<file path="config.mk">
export PLATFORM = sky130hd
export DESIGN_NAME = file_register_alu_ops
export DESIGN_NICKNAME = d
export VERILOG_FILES = /design/src/hdl/file_register_alu_pkg.sv /design/src/hdl/file_register_alu_ops.sv /design/src/hdl/file_alu_core.sv
export VERILOG_INCLUDE_DIRS = /design/src /design/src/hdl
export SDC_FILE = /design/constraint.sdc
export NUM_CORES = 1
export LEC_CHECK = 0
export ABC_AREA = 1
export BUFFER_PORTS_ARGS = -buffer_cell sky130_fd_sc_hd__buf_2
export CORE_MARGIN = 2
export CORE_UTILIZATION = 45
export CTS_CLUSTER_SIZE = 40
export DETAILED_ROUTE_END_ITERATION = 8
export GPL_TIMING_DRIVEN = 0
export PLACE_DENSITY = 0.72
export SYNTH_ARGS = -nofsm -noshare
export SYNTH_HDL_FRONTEND = slang
export SYNTH_HIERARCHICAL = 1
export SYNTH_SLANG_ARGS = --single-unit
</file>
<file path="constraint.sdc">
create_clock -name mclk -period 4.25 [get_ports mclk]
set_input_delay 0.6375 -clock mclk [delete_from_list [all_inputs] [get_ports mclk]]
set_output_delay 0.6375 -clock mclk [all_outputs]
set_load 0.005 [all_outputs]
</file>
<file path="src/hdl/file_register_alu_regs.svh">
// register constants and reset values for the file-register datapath
// Functional notes
// [RL1] A destination bit of 0 sends the result to the accumulator, 1 sends it back to the file register.
// [RL2] Increment adds one to the addressed file register (address 0 to 127), routes it by destination and changes only zero.
// [RL3] Inclusive OR of accumulator and file register is routed by destination and changes only zero.
// [RL4] Rotate left through carry: old carry enters bit 0, old bit 7 becomes carry.
// [RL5] Rotate right through carry: old carry enters bit 7, old bit 0 becomes carry.
// [RL6] Literal minus accumulator goes to the accumulator and updates carry, digit carry and zero.
// [RL7] File minus accumulator is routed by destination and updates carry, digit carry and zero.
// [RL8] Return pops the stack, loads stack head into the program counter, keeps all flags and takes two cycles.
// [RL9] Sleep clears the watchdog counter to 00h and clears its prescaler.
// [RL10] Sleep clears the powerdown flag, sets the timeout flag and changes no other status bit.
// [RL11] After sleep no instruction cycle runs until a wake-up.
// [RL12] In subtraction carry means no borrow and digit carry means no borrow out of the low nibble.
// [RL13] Arithmetic, logic and rotate finish in one cycle with result and flags written together.
`ifndef FILE_REGISTER_ALU_REGS_SVH
`define FILE_REGISTER_ALU_REGS_SVH
`define ACC_RESET 8'h00
`define FLAG_RESET 1'b0
`define POWERDOWN_RESET 1'b1
`define TIMEOUT_RESET 1'b1
`define WATCHDOG_CLEAR_VALUE 8'h00
`define DEST_ACC 1'b0
`define DEST_FILE 1'b1
`define FILE_ADDR_MAX 7'h7F
`define BYTE_ONE 8'h01
`define PC_RESET 13'h0000
`define MSB_POS 7
`define NIBBLE_CARRY_POS 4
`define BYTE_CARRY_POS 8
`endif

</file>
<file path="src/hdl/file_register_alu_pkg.sv">
// types shared by the file-register datapath
package file_register_alu_pkg;
  typedef enum logic [2:0] {
    OP_INCREMENT_FILE,
    OP_OR_INTO_FILE,
    OP_ROTATE_LEFT_CARRY,
    OP_ROTATE_RIGHT_CARRY,
    OP_LITERAL_MINUS_ACC,
    OP_FILE_MINUS_ACC,
    OP_SUBROUTINE_RETURN,
    OP_SLEEP
  } op_t;
  typedef enum logic [1:0] {
    ST_RUN,
    ST_RETURN_TAIL,
    ST_ASLEEP
  } state_t;
endpackage

</file>
<file path="src/hdl/file_register_alu_ops.sv">
// execution datapath for file-register ops, return and sleep
`timescale 1ns/100ps
`default_nettype none
`include "file_register_alu_regs.svh"
module file_register_alu_ops (
  // clock and reset
  input wire logic mclk,
  input wire logic rstn,
  // instruction issue, one per instruction cycle
  input wire logic opValid,
  input wire file_register_alu_pkg::op_t op,
  input wire logic [6:0] fileAddr,
  input wire logic destBit,
  input wire logic [7:0] literal,
  input wire logic [7:0] fileRdData,
  // stack and wake-up
  input wire logic [12:0] stackHead,
  input wire logic wakeUp,
  // accumulator and file write port
  output logic [7:0] accR,
  output logic fileWrEnR,
  output logic [6:0] fileWrAddrR,
  output logic [7:0] fileWrDataR,
  // status flags
  output logic carryR,
  output logic halfByteOverflowR,
  output logic zeroR,
  output logic powerdownFlagR,
  output logic timeoutFlagR,
  // program counter, stack and watchdog
  output logic pcLoadR,
  output logic [12:0] pcValueR,
  output logic stackPopR,
  output logic watchdogClearR,
  output logic [7:0] watchdogCountR,
  output logic prescalerClearR,
  // core state
  output logic busyR,
  output logic asleepR
);
  file_register_alu_pkg::state_t stateR, stateNxt;
  logic [7:0] aluResult;
  logic aluCarry, aluHalf, aluZero;
  logic updCarry, updHalf, updZero;
  logic accept, isAlu, isReturn, isSleep, toFile, toAcc;

  file_alu_core i_file_alu_core (
    .op(op),
    .acc(accR),
    .fileVal(fileRdData),
    .literal(literal),
    .carryIn(carryR),
    .result(aluResult),
    .carryOut(aluCarry),
    .halfOut(aluHalf),
    .zeroOut(aluZero),
    .updCarry(updCarry),
    .updHalf(updHalf),
    .updZero(updZero)
  );

  // ops offered while busy or asleep are dropped; issue logic must hold them
  assign accept = opValid && (stateR == file_register_alu_pkg::ST_RUN);
  assign isReturn = accept &&
                    (op == file_register_alu_pkg::OP_SUBROUTINE_RETURN);
  assign isSleep = accept && (op == file_register_alu_pkg::OP_SLEEP);
  assign isAlu = accept && !isReturn && !isSleep;
  // the literal subtraction has no file operand, so it always lands in acc
  assign toFile = isAlu && (destBit == `DEST_FILE) &&
                  (op != file_register_alu_pkg::OP_LITERAL_MINUS_ACC); // RL1
  assign toAcc = isAlu && !toFile; // RL1 RL6

  always_comb begin
    stateNxt = stateR;
    case (stateR)
      file_register_alu_pkg::ST_RUN: begin
        if (isReturn)
          stateNxt = file_register_alu_pkg::ST_RETURN_TAIL; // RL8
        else if (isSleep)
          stateNxt = file_register_alu_pkg::ST_ASLEEP; // RL11
      end
      file_register_alu_pkg::ST_RETURN_TAIL: begin
        stateNxt = file_register_alu_pkg::ST_RUN; // RL8
      end
      file_register_alu_pkg::ST_ASLEEP: begin
        if (wakeUp)
          stateNxt = file_register_alu_pkg::ST_RUN; // RL11
      end
      default: begin
        stateNxt = file_register_alu_pkg::ST_RUN;
      end
    endcase
  end

  always_ff @(posedge mclk) begin
    if (!rstn) begin
      stateR <= file_register_alu_pkg::ST_RUN;
      busyR <= 1'b0;
      asleepR <= 1'b0;
    end else begin
      stateR <= stateNxt;
      busyR <= (stateNxt != file_register_alu_pkg::ST_RUN);
      asleepR <= (stateNxt == file_register_alu_pkg::ST_ASLEEP);
    end
  end

  // result and flags commit on the same edge
  always_ff @(posedge mclk) begin
    if (!rstn) begin
      accR <= `ACC_RESET;
      fileWrEnR <= 1'b0;
      fileWrAddrR <= 7'h00;
      fileWrDataR <= 8'h00;
    end else begin
      fileWrEnR <= toFile; // RL1 RL13
      if (toAcc)
        accR <= aluResult; // RL1 RL13
      if (toFile) begin
        fileWrAddrR <= fileAddr & `FILE_ADDR_MAX; // RL2
        fileWrDataR <= aluResult;
      end
    end
  end

  // return and sleep never touch carry, digit carry or zero
  always_ff @(posedge mclk) begin
    if (!rstn) begin
      carryR <= `FLAG_RESET;
      halfByteOverflowR <= `FLAG_RESET;
      zeroR <= `FLAG_RESET;
    end else if (isAlu) begin
      if (updCarry)
        carryR <= aluCarry; // RL4 RL5 RL12 RL13
      if (updHalf)
        halfByteOverflowR <= aluHalf; // RL12
      if (updZero)
        zeroR <= aluZero; // RL2 RL3 RL6 RL7
    end
  end

  always_ff @(posedge mclk) begin
    if (!rstn) begin
      powerdownFlagR <= `POWERDOWN_RESET;
      timeoutFlagR <= `TIMEOUT_RESET;
      watchdogClearR <= 1'b0;
      prescalerClearR <= 1'b0;
      watchdogCountR <= `WATCHDOG_CLEAR_VALUE;
      pcLoadR <= 1'b0;
      stackPopR <= 1'b0;
      pcValueR <= `PC_RESET;
    end else begin
      watchdogClearR <= isSleep; // RL9
      prescalerClearR <= isSleep; // RL9
      pcLoadR <= isReturn; // RL8
      stackPopR <= isReturn; // RL8
      if (isSleep) begin
        powerdownFlagR <= 1'b0; // RL10
        timeoutFlagR <= 1'b1; // RL10
        watchdogCountR <= `WATCHDOG_CLEAR_VALUE; // RL9
      end
      if (isReturn)
        pcValueR <= stackHead; // RL8
    end
  end

  // checks
  a_inc_result: assert property (@(posedge mclk) disable iff (!rstn)
    isAlu && op == file_register_alu_pkg::OP_INCREMENT_FILE
    |=> (($past(toFile) ? fileWrDataR : accR) ==
         8'($past(fileRdData) + `BYTE_ONE)) && carryR == $past(carryR))
    else $error("increment result or carry wrong"); // RL2
  a_or_result: assert property (@(posedge mclk) disable iff (!rstn)
    isAlu && op == file_register_alu_pkg::OP_OR_INTO_FILE
    |=> (($past(toFile) ? fileWrDataR : accR) ==
         ($past(accR) | $past(fileRdData)))
        && zeroR == (($past(accR) | $past(fileRdData)) == 8'h00))
    else $error("or result or zero wrong"); // RL3
  a_dest_route: assert property (@(posedge mclk) disable iff (!rstn)
    isAlu && destBit == `DEST_ACC |=> !fileWrEnR)
    else $error("acc destination wrote the file"); // RL1
  a_rot_left: assert property (@(posedge mclk) disable iff (!rstn)
    isAlu && op == file_register_alu_pkg::OP_ROTATE_LEFT_CARRY
    |=> carryR == $past(fileRdData[7]) &&
        (($past(toFile) ? fileWrDataR : accR) ==
         {$past(fileRdData[6:0]), $past(carryR)}))
    else $error("rotate left wrong"); // RL4
  a_rot_right: assert property (@(posedge mclk) disable iff (!rstn)
    isAlu && op == file_register_alu_pkg::OP_ROTATE_RIGHT_CARRY
    |=> carryR == $past(fileRdData[0]) &&
        (($past(toFile) ? fileWrDataR : accR) ==
         {$past(carryR), $past(fileRdData[7:1])}))
    else $error("rotate right wrong"); // RL5
  a_lit_sub: assert property (@(posedge mclk) disable iff (!rstn)
    isAlu && op == file_register_alu_pkg::OP_LITERAL_MINUS_ACC
    |=> accR == 8'($past(literal) - $past(accR)) &&
        carryR == ($past(literal) >= $past(accR)) && !fileWrEnR)
    else $error("literal subtract wrong"); // RL6
  a_file_sub: assert property (@(posedge mclk) disable iff (!rstn)
    isAlu && op == file_register_alu_pkg::OP_FILE_MINUS_ACC
    |=> halfByteOverflowR == ($past(fileRdData[3:0]) >= $past(accR[3:0]))
        && carryR == ($past(fileRdData) >= $past(accR)))
    else $error("file subtract flags wrong"); // RL7
  a_ret_cycles: assert property (@(posedge mclk) disable iff (!rstn)
    isReturn |=> pcLoadR && pcValueR == $past(stackHead) && busyR
    && $stable(carryR) && $stable(zeroR) ##1 !busyR && !pcLoadR)
    else $error("return timing or flags wrong"); // RL8
  a_sleep_flags: assert property (@(posedge mclk) disable iff (!rstn)
    isSleep |=> !powerdownFlagR && timeoutFlagR && watchdogClearR &&
    prescalerClearR && watchdogCountR == `WATCHDOG_CLEAR_VALUE &&
    $stable(carryR) && $stable(zeroR) && $stable(halfByteOverflowR))
    else $error("sleep status wrong"); // RL9
  a_asleep_idle: assert property (@(posedge mclk) disable iff (!rstn)
    asleepR && !wakeUp |=> $stable(accR) && !fileWrEnR && asleepR)
    else $error("activity while asleep"); // RL11
  a_sleep_only: assert property (@(posedge mclk) disable iff (!rstn)
    isSleep |=> $stable(halfByteOverflowR) ##1 powerdownFlagR == 1'b0)
    else $error("sleep touched other status"); // RL10
  c_return: cover property (@(posedge mclk) isReturn ##2 opValid);
  c_sleep_wake: cover property (@(posedge mclk) isSleep ##[1:20] wakeUp);
  c_file_write: cover property (@(posedge mclk) toFile);
  c_sub_borrow: cover property (@(posedge mclk)
    isAlu && op == file_register_alu_pkg::OP_FILE_MINUS_ACC ##1 !carryR);
endmodule // file_register_alu_ops
`default_nettype wire

</file>
<file path="src/hdl/file_alu_core.sv">
// combinational result and flag logic for one instruction
`timescale 1ns/100ps
`default_nettype none
`include "file_register_alu_regs.svh"
module file_alu_core (
  // operation and operands
  input wire file_register_alu_pkg::op_t op,
  input wire logic [7:0] acc,
  input wire logic [7:0] fileVal,
  input wire logic [7:0] literal,
  input wire logic carryIn,
  // result and flags
  output logic [7:0] result,
  output logic carryOut,
  output logic halfOut,
  output logic zeroOut,
  output logic updCarry,
  output logic updHalf,
  output logic updZero
);
  logic [7:0] minuend;
  logic [8:0] diffWide;
  logic [4:0] diffLow;

  // subtract by adding the complement: top bit set means no borrow
  assign minuend = (op == file_register_alu_pkg::OP_LITERAL_MINUS_ACC) ?
                   literal : fileVal; // RL6 RL7
  assign diffWide = {1'b0, minuend} + {1'b0, ~acc} + 9'h001; // RL12
  assign diffLow = {1'b0, minuend[3:0]} + {1'b0, ~acc[3:0]} + 5'h01; // RL12

  always_comb begin
    result = fileVal;
    carryOut = carryIn;
    halfOut = diffLow[`NIBBLE_CARRY_POS];
    updCarry = 1'b0;
    updHalf = 1'b0;
    updZero = 1'b0;
    case (op)
      file_register_alu_pkg::OP_INCREMENT_FILE: begin
        result = fileVal + `BYTE_ONE; // RL2
        updZero = 1'b1;
      end
      file_register_alu_pkg::OP_OR_INTO_FILE: begin
        result = acc | fileVal; // RL3
        updZero = 1'b1;
      end
      file_register_alu_pkg::OP_ROTATE_LEFT_CARRY: begin
        result = {fileVal[6:0], carryIn}; // RL4
        carryOut = fileVal[`MSB_POS];
        updCarry = 1'b1;
      end
      file_register_alu_pkg::OP_ROTATE_RIGHT_CARRY: begin
        result = {carryIn, fileVal[7:1]}; // RL5
        carryOut = fileVal[0];
        updCarry = 1'b1;
      end
      file_register_alu_pkg::OP_LITERAL_MINUS_ACC,
      file_register_alu_pkg::OP_FILE_MINUS_ACC: begin
        result = diffWide[7:0]; // RL6 RL7
        carryOut = diffWide[`BYTE_CARRY_POS]; // RL12
        updCarry = 1'b1;
        updHalf = 1'b1;
        updZero = 1'b1;
      end
      default: begin
        result = fileVal;
      end
    endcase
  end

  assign zeroOut = (result == 8'h00);
endmodule // file_alu_core
`default_nettype wire

</file>
==> results by group, run 1 <==
Cells and area
  • Ant diodes: 0
  • Syn-to-layout area delta: 22.0%
  • Share of cells above drive strength 1: 21.9%
  • Nets: 674
  • Fin area: 3770 µm²

STA
  • Hold Worst Slack: 0.479 ns
  • Endpoints failing setup: 0
  • Max-Slew Margin vs Limit: 61.0%
  • Final setup TNS: 0 ns
  • FMAX: 0.282 GHz
  • Final Hold Vio Count: 0
  • Final slew viol count: 0
  • Skew final: 0.00622 ns
  • Worst slew pin tran: 0.581 ns
  • Fin crit share: 83.5%
  • RSZ-0062 raised after global routing: no
  • Min Tclk post-route: 3.55 ns

CTS
  • Post-CTS Resized: 0
  • Sinks on Clock Net: 47
  • Clock buffer count from CTS: 5
  • Postcts setup bufs: 0
  • CTS tree: built
  • CTS H-tree lvls: 2
  • Clock buffer depth: 2
  • Hold Buf Count CTS: 0
  • CTS Root Cell: clkbuf_8
  • Worst-path clk slew: 0.09 ns
  • Skew-Pair Late Insertion Delay: around 0.3 ns

Detailed routing
  • WL per Instance: 11.7 µm
  • Drt first pass iters: 5
  • Post-DRT Antenna Nets: 0
  • Routed vias: 3,312
  • Final wirelength: a little over 8000 µm
  • Drt via density: 4.73
  • DRC violations left: 0
  • Initial DRC count: 233

Placement
  • DP HPWL: 6560 µm
  • Placed standard-cell area: 3660 µm²
  • RD Place Congestion: 0.899
  • I/O Buffers: 88

Setup path
  • R2r setup slk: between 1.5 and 2 ns
  • Worst EP arrival: 3.79 ns
  • Crit Path Max Fanout: 10
  • R2R Path End: zeroR
  • CP Class: primary input to register
  • Worst R2R Path Depth: 13
  • CP Capture Type: register
  • Worst reg2reg startpoint: accR[0]
  • Crit path required time: 4.49 ns
  • Worst setup SP type: primary input

Min path
  • Hold wc startpoint: fileWrAddrR[0]
  • Tightest Hold Check Type: register to register
  • Hold EP: fileWrAddrR[0]
  • Worst Hold Path Cells: 2

GRT
  • Overall Global Routing Usage: 21.9%
  • Met3 Use GR: 3.89%
  • Largest net degree at the start of global routing: 16
  • Initial antenna violation count: 0
  • Vias in the first global route: 2,863
  • Global route hottest layer: met2
  • First-pass GRT wire length: 13,100 µm
  • Met2 usage: roughly a third
  • Met1 usage in global routing: 31.2%
  • GR Overflow Total: 0

Die
  • Die Ht: approximately 87 µm
  • Die X: 86.9 µm
  • Starting Density: 46.0%
  • Rows: 30
  • Core Footprint: between 6000 and 7000 µm²
  • Die area: 7540 µm²
  • IO Pins: 100

Pwr
  • Total power per unit cell area: 293 nW/µm²
  • Peak VDD IR: 0.181 mV
  • Pleak: between 2 and 2.5 nW

Synthesis
  • Mapped Area: 3090 µm²
  • Post-synth ARST share: 0%
  • EDFF count, synth: 0
  • Syn Inst Count: 517
  • Mean area per synthesized cell: 5.98 µm²
  • Synth warnings: 6
  • Ys flop type: dfxtp_1
  • Distinct cell type count after synthesis: 31
  • Post-synthesis register bit count: 47
  • Seq/Total Area, Yosys: 30.5%

Run
  • # Max-Cap Violations: 0

Status
  • Status: finished clean
[layout make-up]
cell class | count | area, µm²
Fill cell | 701 | 2950
Multi-Input combinational cell | 374 | 1710
Sequential cell | 47 | 941
Timing Repair Buffer | 88 | 440
Inverter | 77 | 289
Buffer | 26 | 174
Tap cell | 80 | 100
Clock buffer | 5 | 68.8
Clock inverter | 3 | 43.8
[logic make-up (layout without fill, tap and decap cells)]
family | count (synthesis) | after routing | synth area share (%)
other | 2 | 9 | 0.243
XOR/XNOR | 1 | 1 | 0.284
AO/OA/AOI/OAI | 33 | 33 | 5.39
buffers and inverters | 103 | 199 | 15.0
flip-flops | 47 | 47 | 30.5
adder cells (fa/ha/maj) | 11 | 11 | 4.70
AND/OR/NAND/NOR | 320 | 320 | 43.9
[report_power, final]
group / internal, W / switching [W]
combinational: 0.000115 / 0.000184
sequential: 0.000464 / 0.0000138
clock: 0.000175 / 0.000152
total: 0.000754 / 0.000350
[registers in the layout, summed over array words and instances (netlist names)]
signal             flops
prescalerClearR        1
stackPopR              1
powerdownFlagR         1
asleepR                1
halfByteOverflowR      1
busyR                  1
fileWrDataR            8
accR                   8
zeroR                  1
carryR                 1
pcValueR              13
stateR                 2
fileWrAddrR            7
fileWrEnR              1
[per-layer routing]
metal | wire (µm) | part of all wire (%)
met2 | 3670 | 45
met3 | 572 | 7.0
met1 | 3910 | 48
met5 | 0 | 0
met4 | 44 | 0.54
[metrics by stage]
| stage | instances | total power, W | util, % | setup WS [ns] |
|---|---|---|---|---|
| after CTS | 700 | 0.00111 | 56.1 | 0.700 |
| after detailed placement | 692 | 0.000785 | 54.4 | 0.395 |
| after global placement | 692 | 0.000781 | 54.4 | 0.412 |
| after global routing | 700 | 0.00118 | 56.1 | 0.301 |
| after floorplan | 524 | 0.000686 | - | 1.16 |
| final | 700 | 0.00110 | 56.1 | 0.700 |
[synth_stat cells, types with 2 or more instances]
cell type / count / share of area, %
buf_4: 15 / 3.6
inv_2: 5 / 0.61
nand3_1: 28 / 4.5
nor2_2: 2 / 0.40
nand2_4: 2 / 0.73
o21ai_0: 19 / 3.1
inv_1: 71 / 8.6
nor2_4: 2 / 0.73
buf_2: 4 / 0.65
nand4_1: 12 / 2.4
a21oi_1: 12 / 1.9
nand2_1: 144 / 17
nor3_1: 3 / 0.49
nor2_1: 118 / 14
clkbuf_1: 4 / 0.49
nor3_2: 3 / 0.97
conb_1: 2 / 0.24
ha_1: 10 / 4.1
dfxtp_1: 47 / 30
buf_6: 2 / 0.73
or2_2: 2 / 0.40
[cells in the final DEF (no fill, tap or decap), types with 10 or more instances in the layout]
master,synthesis,routed
dfxtp_1,47,47
buf_4,15,15
buf_2,4,92
ha_1,10,10
nand2_1,144,144
inv_1,71,71
nand3_1,28,28
o21ai_0,19,19
a21oi_1,12,12
nor2_1,118,118
nand4_1,12,12
[how the worst max path moves through the flow]
| stage | cells after the start | endpoint | startpoint |
|---|---|---|---|
| after CTS | 20 | zeroR | op[0] |
| after detailed placement | 20 | zeroR | op[0] |
| final | 20 | zeroR | op[0] |
| after global routing | 20 | carryR | op[0] |
| after floorplan | 19 | zeroR | op[0] |
| after global placement | 20 | zeroR | op[0] |
[worst max-delay path, cell delays in order]
cell and delay (ns):
buf_2 0.10, buf_2 0.20, inv_1 0.12, nand3_1 0.33, clkbuf_1 0.41, nand2_1 0.09, o21ai_0 0.12, ha_1 0.19
inv_1 0.05, fa_1 0.38, nand2_1 0.11, nand3_1 0.10, nand2_1 0.12, xor2_1 0.19, nor2_1 0.06, nor2_1 0.19
nand2_1 0.09, nor3_2 0.16, nor2_1 0.07, nor2_1 0.09
Note: power is estimated with default switching activity, not from simulation.
==> run 2: changes to the inputs <==
PLACE_DENSITY = 0.75   (was 0.72)
clock period = 3.11 ns   (was 4.25 ns; I/O delays follow)
==> results by group, run 2 (synthesis gave the netlist of run 1 again) <==
STA
  • Endpoints failing setup: 0
  • Max-Slew Margin vs Limit: 63.7%
  • Worst slew pin tran: ~0.54 ns
  • FMAX: roughly 0.37 GHz
  • Min Tclk post-route: 2.72 ns
  • Final slew viol count: 0
  • Worst setup margin: 0.386 ns
  • Skew final: 0.00791 ns
  • Fin crit share: just under 90%
  • RSZ-0062 raised after global routing: no
  • Final Hold Vio Count: 0

CTS
  • CTS H-tree lvls: 2
  • CTS Root Cell: clkbuf_8
  • CTS tree: built
  • Skew-Pair Late Insertion Delay: ~0.30 ns
  • Clock buffer count from CTS: 5
  • Sinks on Clock Net: 47
  • Worst-path clk slew: 0.09 ns
  • Hold Buf Count CTS: 0
  • Clock buffer depth: 2

Setup path
  • Critical Path, Cell by Cell: buf_2, buf_4, inv_2, nand3_4, o21ai_2, ha_1, inv_1, fa_1, nand2_1, nand3_1, nand2_1, xor2_1, nor2_1, nor2_2, nand2_1, nor3_2, nor2_1, nor2_1
  • Slowest cell on crit path: fa_1
  • Crit Path Max Fanout: 10
  • Crit path required time: 3.36 ns
  • CP max stage delay: around 0.4 ns
  • WP buf/inv: 4
  • CP delay by family, top: simple AND/OR/NAND/NOR gates
  • CP Capture Type: register
  • Worst EP arrival: 2.97 ns
  • CP Class: primary input to register
  • Worst setup SP type: primary input

Pwr
  • Clock share of power: 25.6%
  • Gate power share: between 20 and 30%
  • Switching Share: 33.6%
  • Psw: ~0.00048 W
  • Peak VDD IR: 0.283 mV
  • Sequential fraction of design power: 45.6%
  • Total power per unit cell area: 380 nW/µm²
  • P_int: 0.000952 W
  • Pleak: 2.19 nW

Cells and area
  • Core Util, Final: a little under three fifths
  • Ant diodes: 0
  • Most frequent cells in the layout: nand2_1 (144), nor2_1 (117), buf_2 (91)
  • Commonest non-fill, non-tap cell in the layout: nand2_1
  • Non-Filler Instances: 701
  • Nets: slightly below 700
  • Biggest register: pcValueR
  • Biggest regs: pcValueR x13, accR x8, fileWrDataR x8
  • Share of cells above drive strength 1: between 20 and 25%
  • Max reg flops: 13
  • Syn-to-layout area delta: 22.2%
  • Fillers: slightly above 700

Die
  • Rows: 30
  • Starting Density: 46.0%
  • Core Footprint: 6720 µm²
  • IO Pins: 100
  • Die Ht: 86.9 µm
  • Die X: 86.9 µm
  • Die area: 7540 µm²

GRT
  • First-pass GRT wire length: 13,900 µm
  • Initial antenna violation count: 0
  • Largest net degree at the start of global routing: 16
  • Vias in the first global route: ~3,100
  • GR Overflow Total: 0
  • Overall Global Routing Usage: 22.8%

Placement
  • Placed cells: 692
  • DP HPWL: 6680 µm
  • Pre-CTS WS: -0.586 ns
  • RD Place Congestion: 0.948
  • I/O Buffers: between 80 and 90

Detailed routing
  • DRC violations left: 0
  • Routed vias: approximately 3,400
  • Drt via density: 4.83
  • WL per Instance: 11.9 µm
  • Post-DRT Antenna Nets: 0
  • Final wirelength: 8350 µm
  • Initial DRC count: 187
  • Drt first pass iters: 6

Min path
  • Tightest Hold Check Type: primary input to register

Run
  • # Max-Cap Violations: 0

Status
  • Status: finished clean
[run 2: changes by cell type in the layout (fill, tap and decap cells not counted), sizes merged]
| cell | change |
|---|---|
| inv | +1 |
| clkbuf | -1 |
| bufinv | -1 |
| buf | +2 |
[run 2: worst paths after layout]
check / from / end / slack (ns) / cells past startpoint
worst min-delay path: stackHead[5] / pcValueR[5] / 0.38 / 3
worst min register to register: fileWrAddrR[0] / fileWrAddrR[0] / 0.48 / 2
worst max-delay path: op[1] / zeroR / 0.39 / 18
worst max register to register: accR[0] / zeroR / 0.81 / 13
[run 2: metrics by stage]
stage / area, µm² / hold WS [ns] / power (W) / setup TNS, ns
after global routing: 3780 / 0.381 / 0.00153 / 0
after CTS: 3760 / 0.377 / 0.00144 / 0
after floorplan: 3120 / 0.479 / 0.000938 / 0
after global placement: 3660 / 0.460 / 0.00107 / -2.85
after detailed placement: 3660 / 0.470 / 0.00107 / -3.24
final: 3780 / 0.381 / 0.00143 / 0
[run 2: per-layer routing]
layer | part of all wire, % | global-route usage (%)
met1 | 47 | 31.4
met5 | 0 | 0
met2 | 46 | 36.6
met3 | 6.4 | 4.83
met4 | 1.0 | 5.11
[run 2: cell type report]
type | instances | area (µm²) | area share, %
multi-input combinational | 374 | 1730 | 45.8
sequential | 47 | 941 | 24.9
timing repair buffer | 91 | 463 | 12.3
inverter | 77 | 289 | 7.65
buffer | 24 | 165 | 4.37
tap | 80 | 100 | 2.65
clock buffer | 5 | 68.8 | 1.82
clock inverter | 3 | 18.8 | 0.497
[run 2: worst min-delay path, delay by kind of cell]
family                 cells  cell delay [ns]
buffers and inverters      1             0.07
AND/OR/NAND/NOR            2             0.11
[run 2: power by group through the flow]
stage / logic, W / clock network [W] / registers, W
3_3_place_gp: 0.000399 / 0 / 0.000667
3_5_place_dp: 0.000405 / 0 / 0.000668
4_1_cts: 0.000410 / 0.000377 / 0.000654
5_1_grt: 0.000476 / 0.000396 / 0.000658
2_1_floorplan: 0.000269 / 0 / 0.000669
6_report: 0.000413 / 0.000367 / 0.000654
[run 2: timing repair]
item	CTS	global route
gates cloned	0	0
resized for setup	5	3
pin swaps	0	0
buffers inserted	0	3
setup endpoints to repair	6	5
==> run 3: changes to the inputs <==
CELL_PAD_IN_SITES_DETAIL_PLACEMENT = 1   (was unset)
CELL_PAD_IN_SITES_GLOBAL_PLACEMENT = 1   (was unset)
CORE_UTILIZATION = 37   (was 45)
CTS_BUF_LIST = sky130_fd_sc_hd__clkbuf_8 sky130_fd_sc_hd__clkbuf_16   (was unset)
PLACE_DENSITY = unset   (was 0.75)
PLACE_DENSITY_LB_ADDON = 0.1   (was unset)
clock period = 3.31 ns   (was 3.11 ns; I/O delays follow)
==> results by group, run 3 (synthesis gave the netlist of run 1 again) <==
Status
  • Status: finished clean

GRT
  • Overall Global Routing Usage: 21.9%
  • GR Overflow Total: 0
  • Largest net degree at the start of global routing: 14
  • Vias in the first global route: roughly 3,300
  • Initial antenna violation count: 0
  • First-pass GRT wire length: 15,500 µm

Placement
  • DP HPWL: 7860 µm
  • RD Place Congestion: roughly 0.9
  • I/O Buffers: 88
  • Placed standard-cell area: ~3700 µm²
  • Pre-CTS WS: -0.489 ns

Die
  • Core Footprint: between 8000 and 9000 µm²
  • Die X: ~95 µm
  • Starting Density: between 30% and 40%
  • Die Ht: 95.4 µm
  • IO Pins: 100
  • Die area: 9100 µm²
  • Rows: 33

Detailed routing
  • Post-DRT Antenna Nets: 0
  • Routed vias: around 3,400
  • Drt via density: 4.72
  • DRC violations left: 0
  • Initial DRC count: 115
  • Final wirelength: approximately 9600 µm
  • WL per Instance: 13.3 µm
  • Drt first pass iters: 4

Setup path
  • CP Class: primary input to register
  • Crit Path Max Fanout: 10
  • Worst path depth: 20
  • Crit path required time: ~3.6 ns
  • Critical Path Start: op[1]
  • CP max stage delay: 0.39 ns
  • R2R Path End: zeroR
  • CP most frequent cell: nand2_1
  • Worst setup endpoint: zeroR
  • Worst EP arrival: 3.23 ns
  • R2r setup slk: 1.00 ns
  • CP Capture Type: register
  • Critical Path, Cell by Cell: buf_2, buf_6, inv_2, nand3_4, clkbuf_4, nand2_1, o21ai_1, ha_1, inv_1, fa_1, nand2_1, nand3_1, nand2_1, xor2_1, nor2_1, nor2_2, nand2_1, nor3_2, nor2_1, nor2_1
  • Worst R2R Path Depth: 13
  • CP delay by family, top: simple AND/OR/NAND/NOR gates
  • Worst reg2reg startpoint: accR[0]
  • Worst setup SP type: primary input
  • Slowest cell on crit path: fa_1
  • WP buf/inv: 5

Pwr
  • Gate power share: roughly 30%
  • Psw: 0.000461 W
  • Sequential fraction of design power: 45.6%
  • Clock share of power: between 20% and 30%
  • Total power per unit cell area: 356 nW/µm²
  • Pleak: 2.18 nW
  • P_int: 0.000888 W
  • Peak VDD IR: 0.238 mV
  • Switching Share: approximately a third

Cells and area
  • Share of cells above drive strength 1: 22.1%
  • Syn-to-layout area delta: 22.6%
  • Biggest regs: pcValueR x13, accR x8, fileWrDataR x8
  • Commonest non-fill, non-tap cell in the layout: nand2_1
  • Nets: 673
  • Fillers: between 1,000 and 1,500
  • Max reg flops: 13
  • Ant diodes: 0
  • Biggest register: pcValueR
  • Most frequent cells in the layout: nand2_1 (144), nor2_1 (117), buf_2 (91)
  • Fin area: about 3800 µm²

CTS
  • Postcts setup bufs: 0
  • CTS Root Cell: clkbuf_8
  • Worst-path clk slew: 0.08 ns
  • CTS H-tree lvls: 2
  • Clock buffer depth: 2
  • Sinks on Clock Net: 47
  • Skew-Pair Late Insertion Delay: 0.30 ns
  • Clock buffer count from CTS: 5
  • CTS tree: built

STA
  • FMAX: 0.335 GHz
  • Final slew viol count: 0
  • Endpoints failing setup: 0
  • Hold Worst Slack: 0.413 ns
  • RSZ-0062 raised after global routing: no
  • Max-Slew Margin vs Limit: 58.6%
  • Min Tclk post-route: 2.99 ns
  • Worst setup margin: 0.320 ns
  • Skew final: roughly 0.0023 ns
  • Final Hold Vio Count: 0
  • Worst slew pin tran: 0.617 ns
  • Fin crit share: around nine tenths

Min path
  • Tightest Hold Check Type: primary input to register

Run
  • # Max-Cap Violations: 0
## run 3: cell count changes in the layout (fill, tap and decap cells not counted), sizes merged
cell / delta
clkbuf: +1
clkinv: -1
inv: +1
buf: -3
## run 3: area by class of cell
type                       instances  area, µm²  share of cell area [%]
clock buffer                       5       68.8                    1.82
buffer                            25        176                    4.66
tap                              105        131                    3.47
inverter                          77        289                    7.63
timing repair buffer              88        440                    11.6
sequential                        47        941                    24.9
clock inverter                     3       12.5                   0.330
multi-input combinational        374       1730                    45.6
## run 3: how the worst min path moves through the flow
stage / startpoint / to / slack, ns / depth (start not counted)
final: stackHead[10] / pcValueR[10] / 0.41 / 3
after detailed placement: fileWrAddrR[4] / fileWrAddrR[4] / 0.47 / 2
after global routing: stackHead[1] / pcValueR[1] / 0.40 / 3
after global placement: fileWrDataR[6] / fileWrDataR[6] / 0.46 / 2
after CTS: stackHead[10] / pcValueR[10] / 0.40 / 3
after floorplan: fileWrDataR[0] / fileWrDataR[0] / 0.48 / 2
## run 3: worst register-to-register path: stages (launching register included)
cell	delay (ns)
dfxtp_1	0.45
ha_1	0.19
inv_1	0.05
fa_1	0.39
nand2_1	0.12
nand3_1	0.10
nand2_1	0.11
xor2_1	0.20
nor2_1	0.07
nor2_2	0.16
nand2_1	0.08
nor3_2	0.17
nor2_1	0.07
nor2_1	0.09
## run 3: what timing repair did
item,4_1_cts,5_1_grt
endpoints found under the setup margin,5,6
resized for setup,2,7
pin swaps,0,0
hold buffers,0,0
## run 3: metrics by stage
stage | std cells | TNS (ns) | util [%] | power [W]
floorplan | 524 | 0 | - | 0.000881
global placement | 717 | -1.45 | 45.3 | 0.00101
detailed placement | 717 | -2.24 | 45.3 | 0.00102
CTS | 725 | 0 | 46.4 | 0.00136
global route | 724 | 0 | 46.5 | 0.00145
finish | 724 | 0 | 46.5 | 0.00135
## run 3: power groups by stage
| stage | Clock, W | Combinational, W | Sequential (W) |
|---|---|---|---|
| final | 0.000336 | 0.000397 | 0.000615 |
| after global routing | 0.000372 | 0.000460 | 0.000619 |
| after CTS | 0.000349 | 0.000399 | 0.000615 |
| after detailed placement | 0 | 0.000396 | 0.000628 |
| after global placement | 0 | 0.000384 | 0.000627 |
| after floorplan | 0 | 0.000253 | 0.000628 |
## run 3: layer usage
| layer | vias up | GRT usage (%) | wire (µm) |
|---|---|---|---|
| met5 | - | 0 | 0 |
| met1 | 1581 | 29.8 | 4510 |
| met2 | 82 | 36.4 | 4530 |
| met4 | 0 | 4.64 | 95 |
| met3 | 7 | 3.79 | 482 |
| li1 | 1750 | - | - |
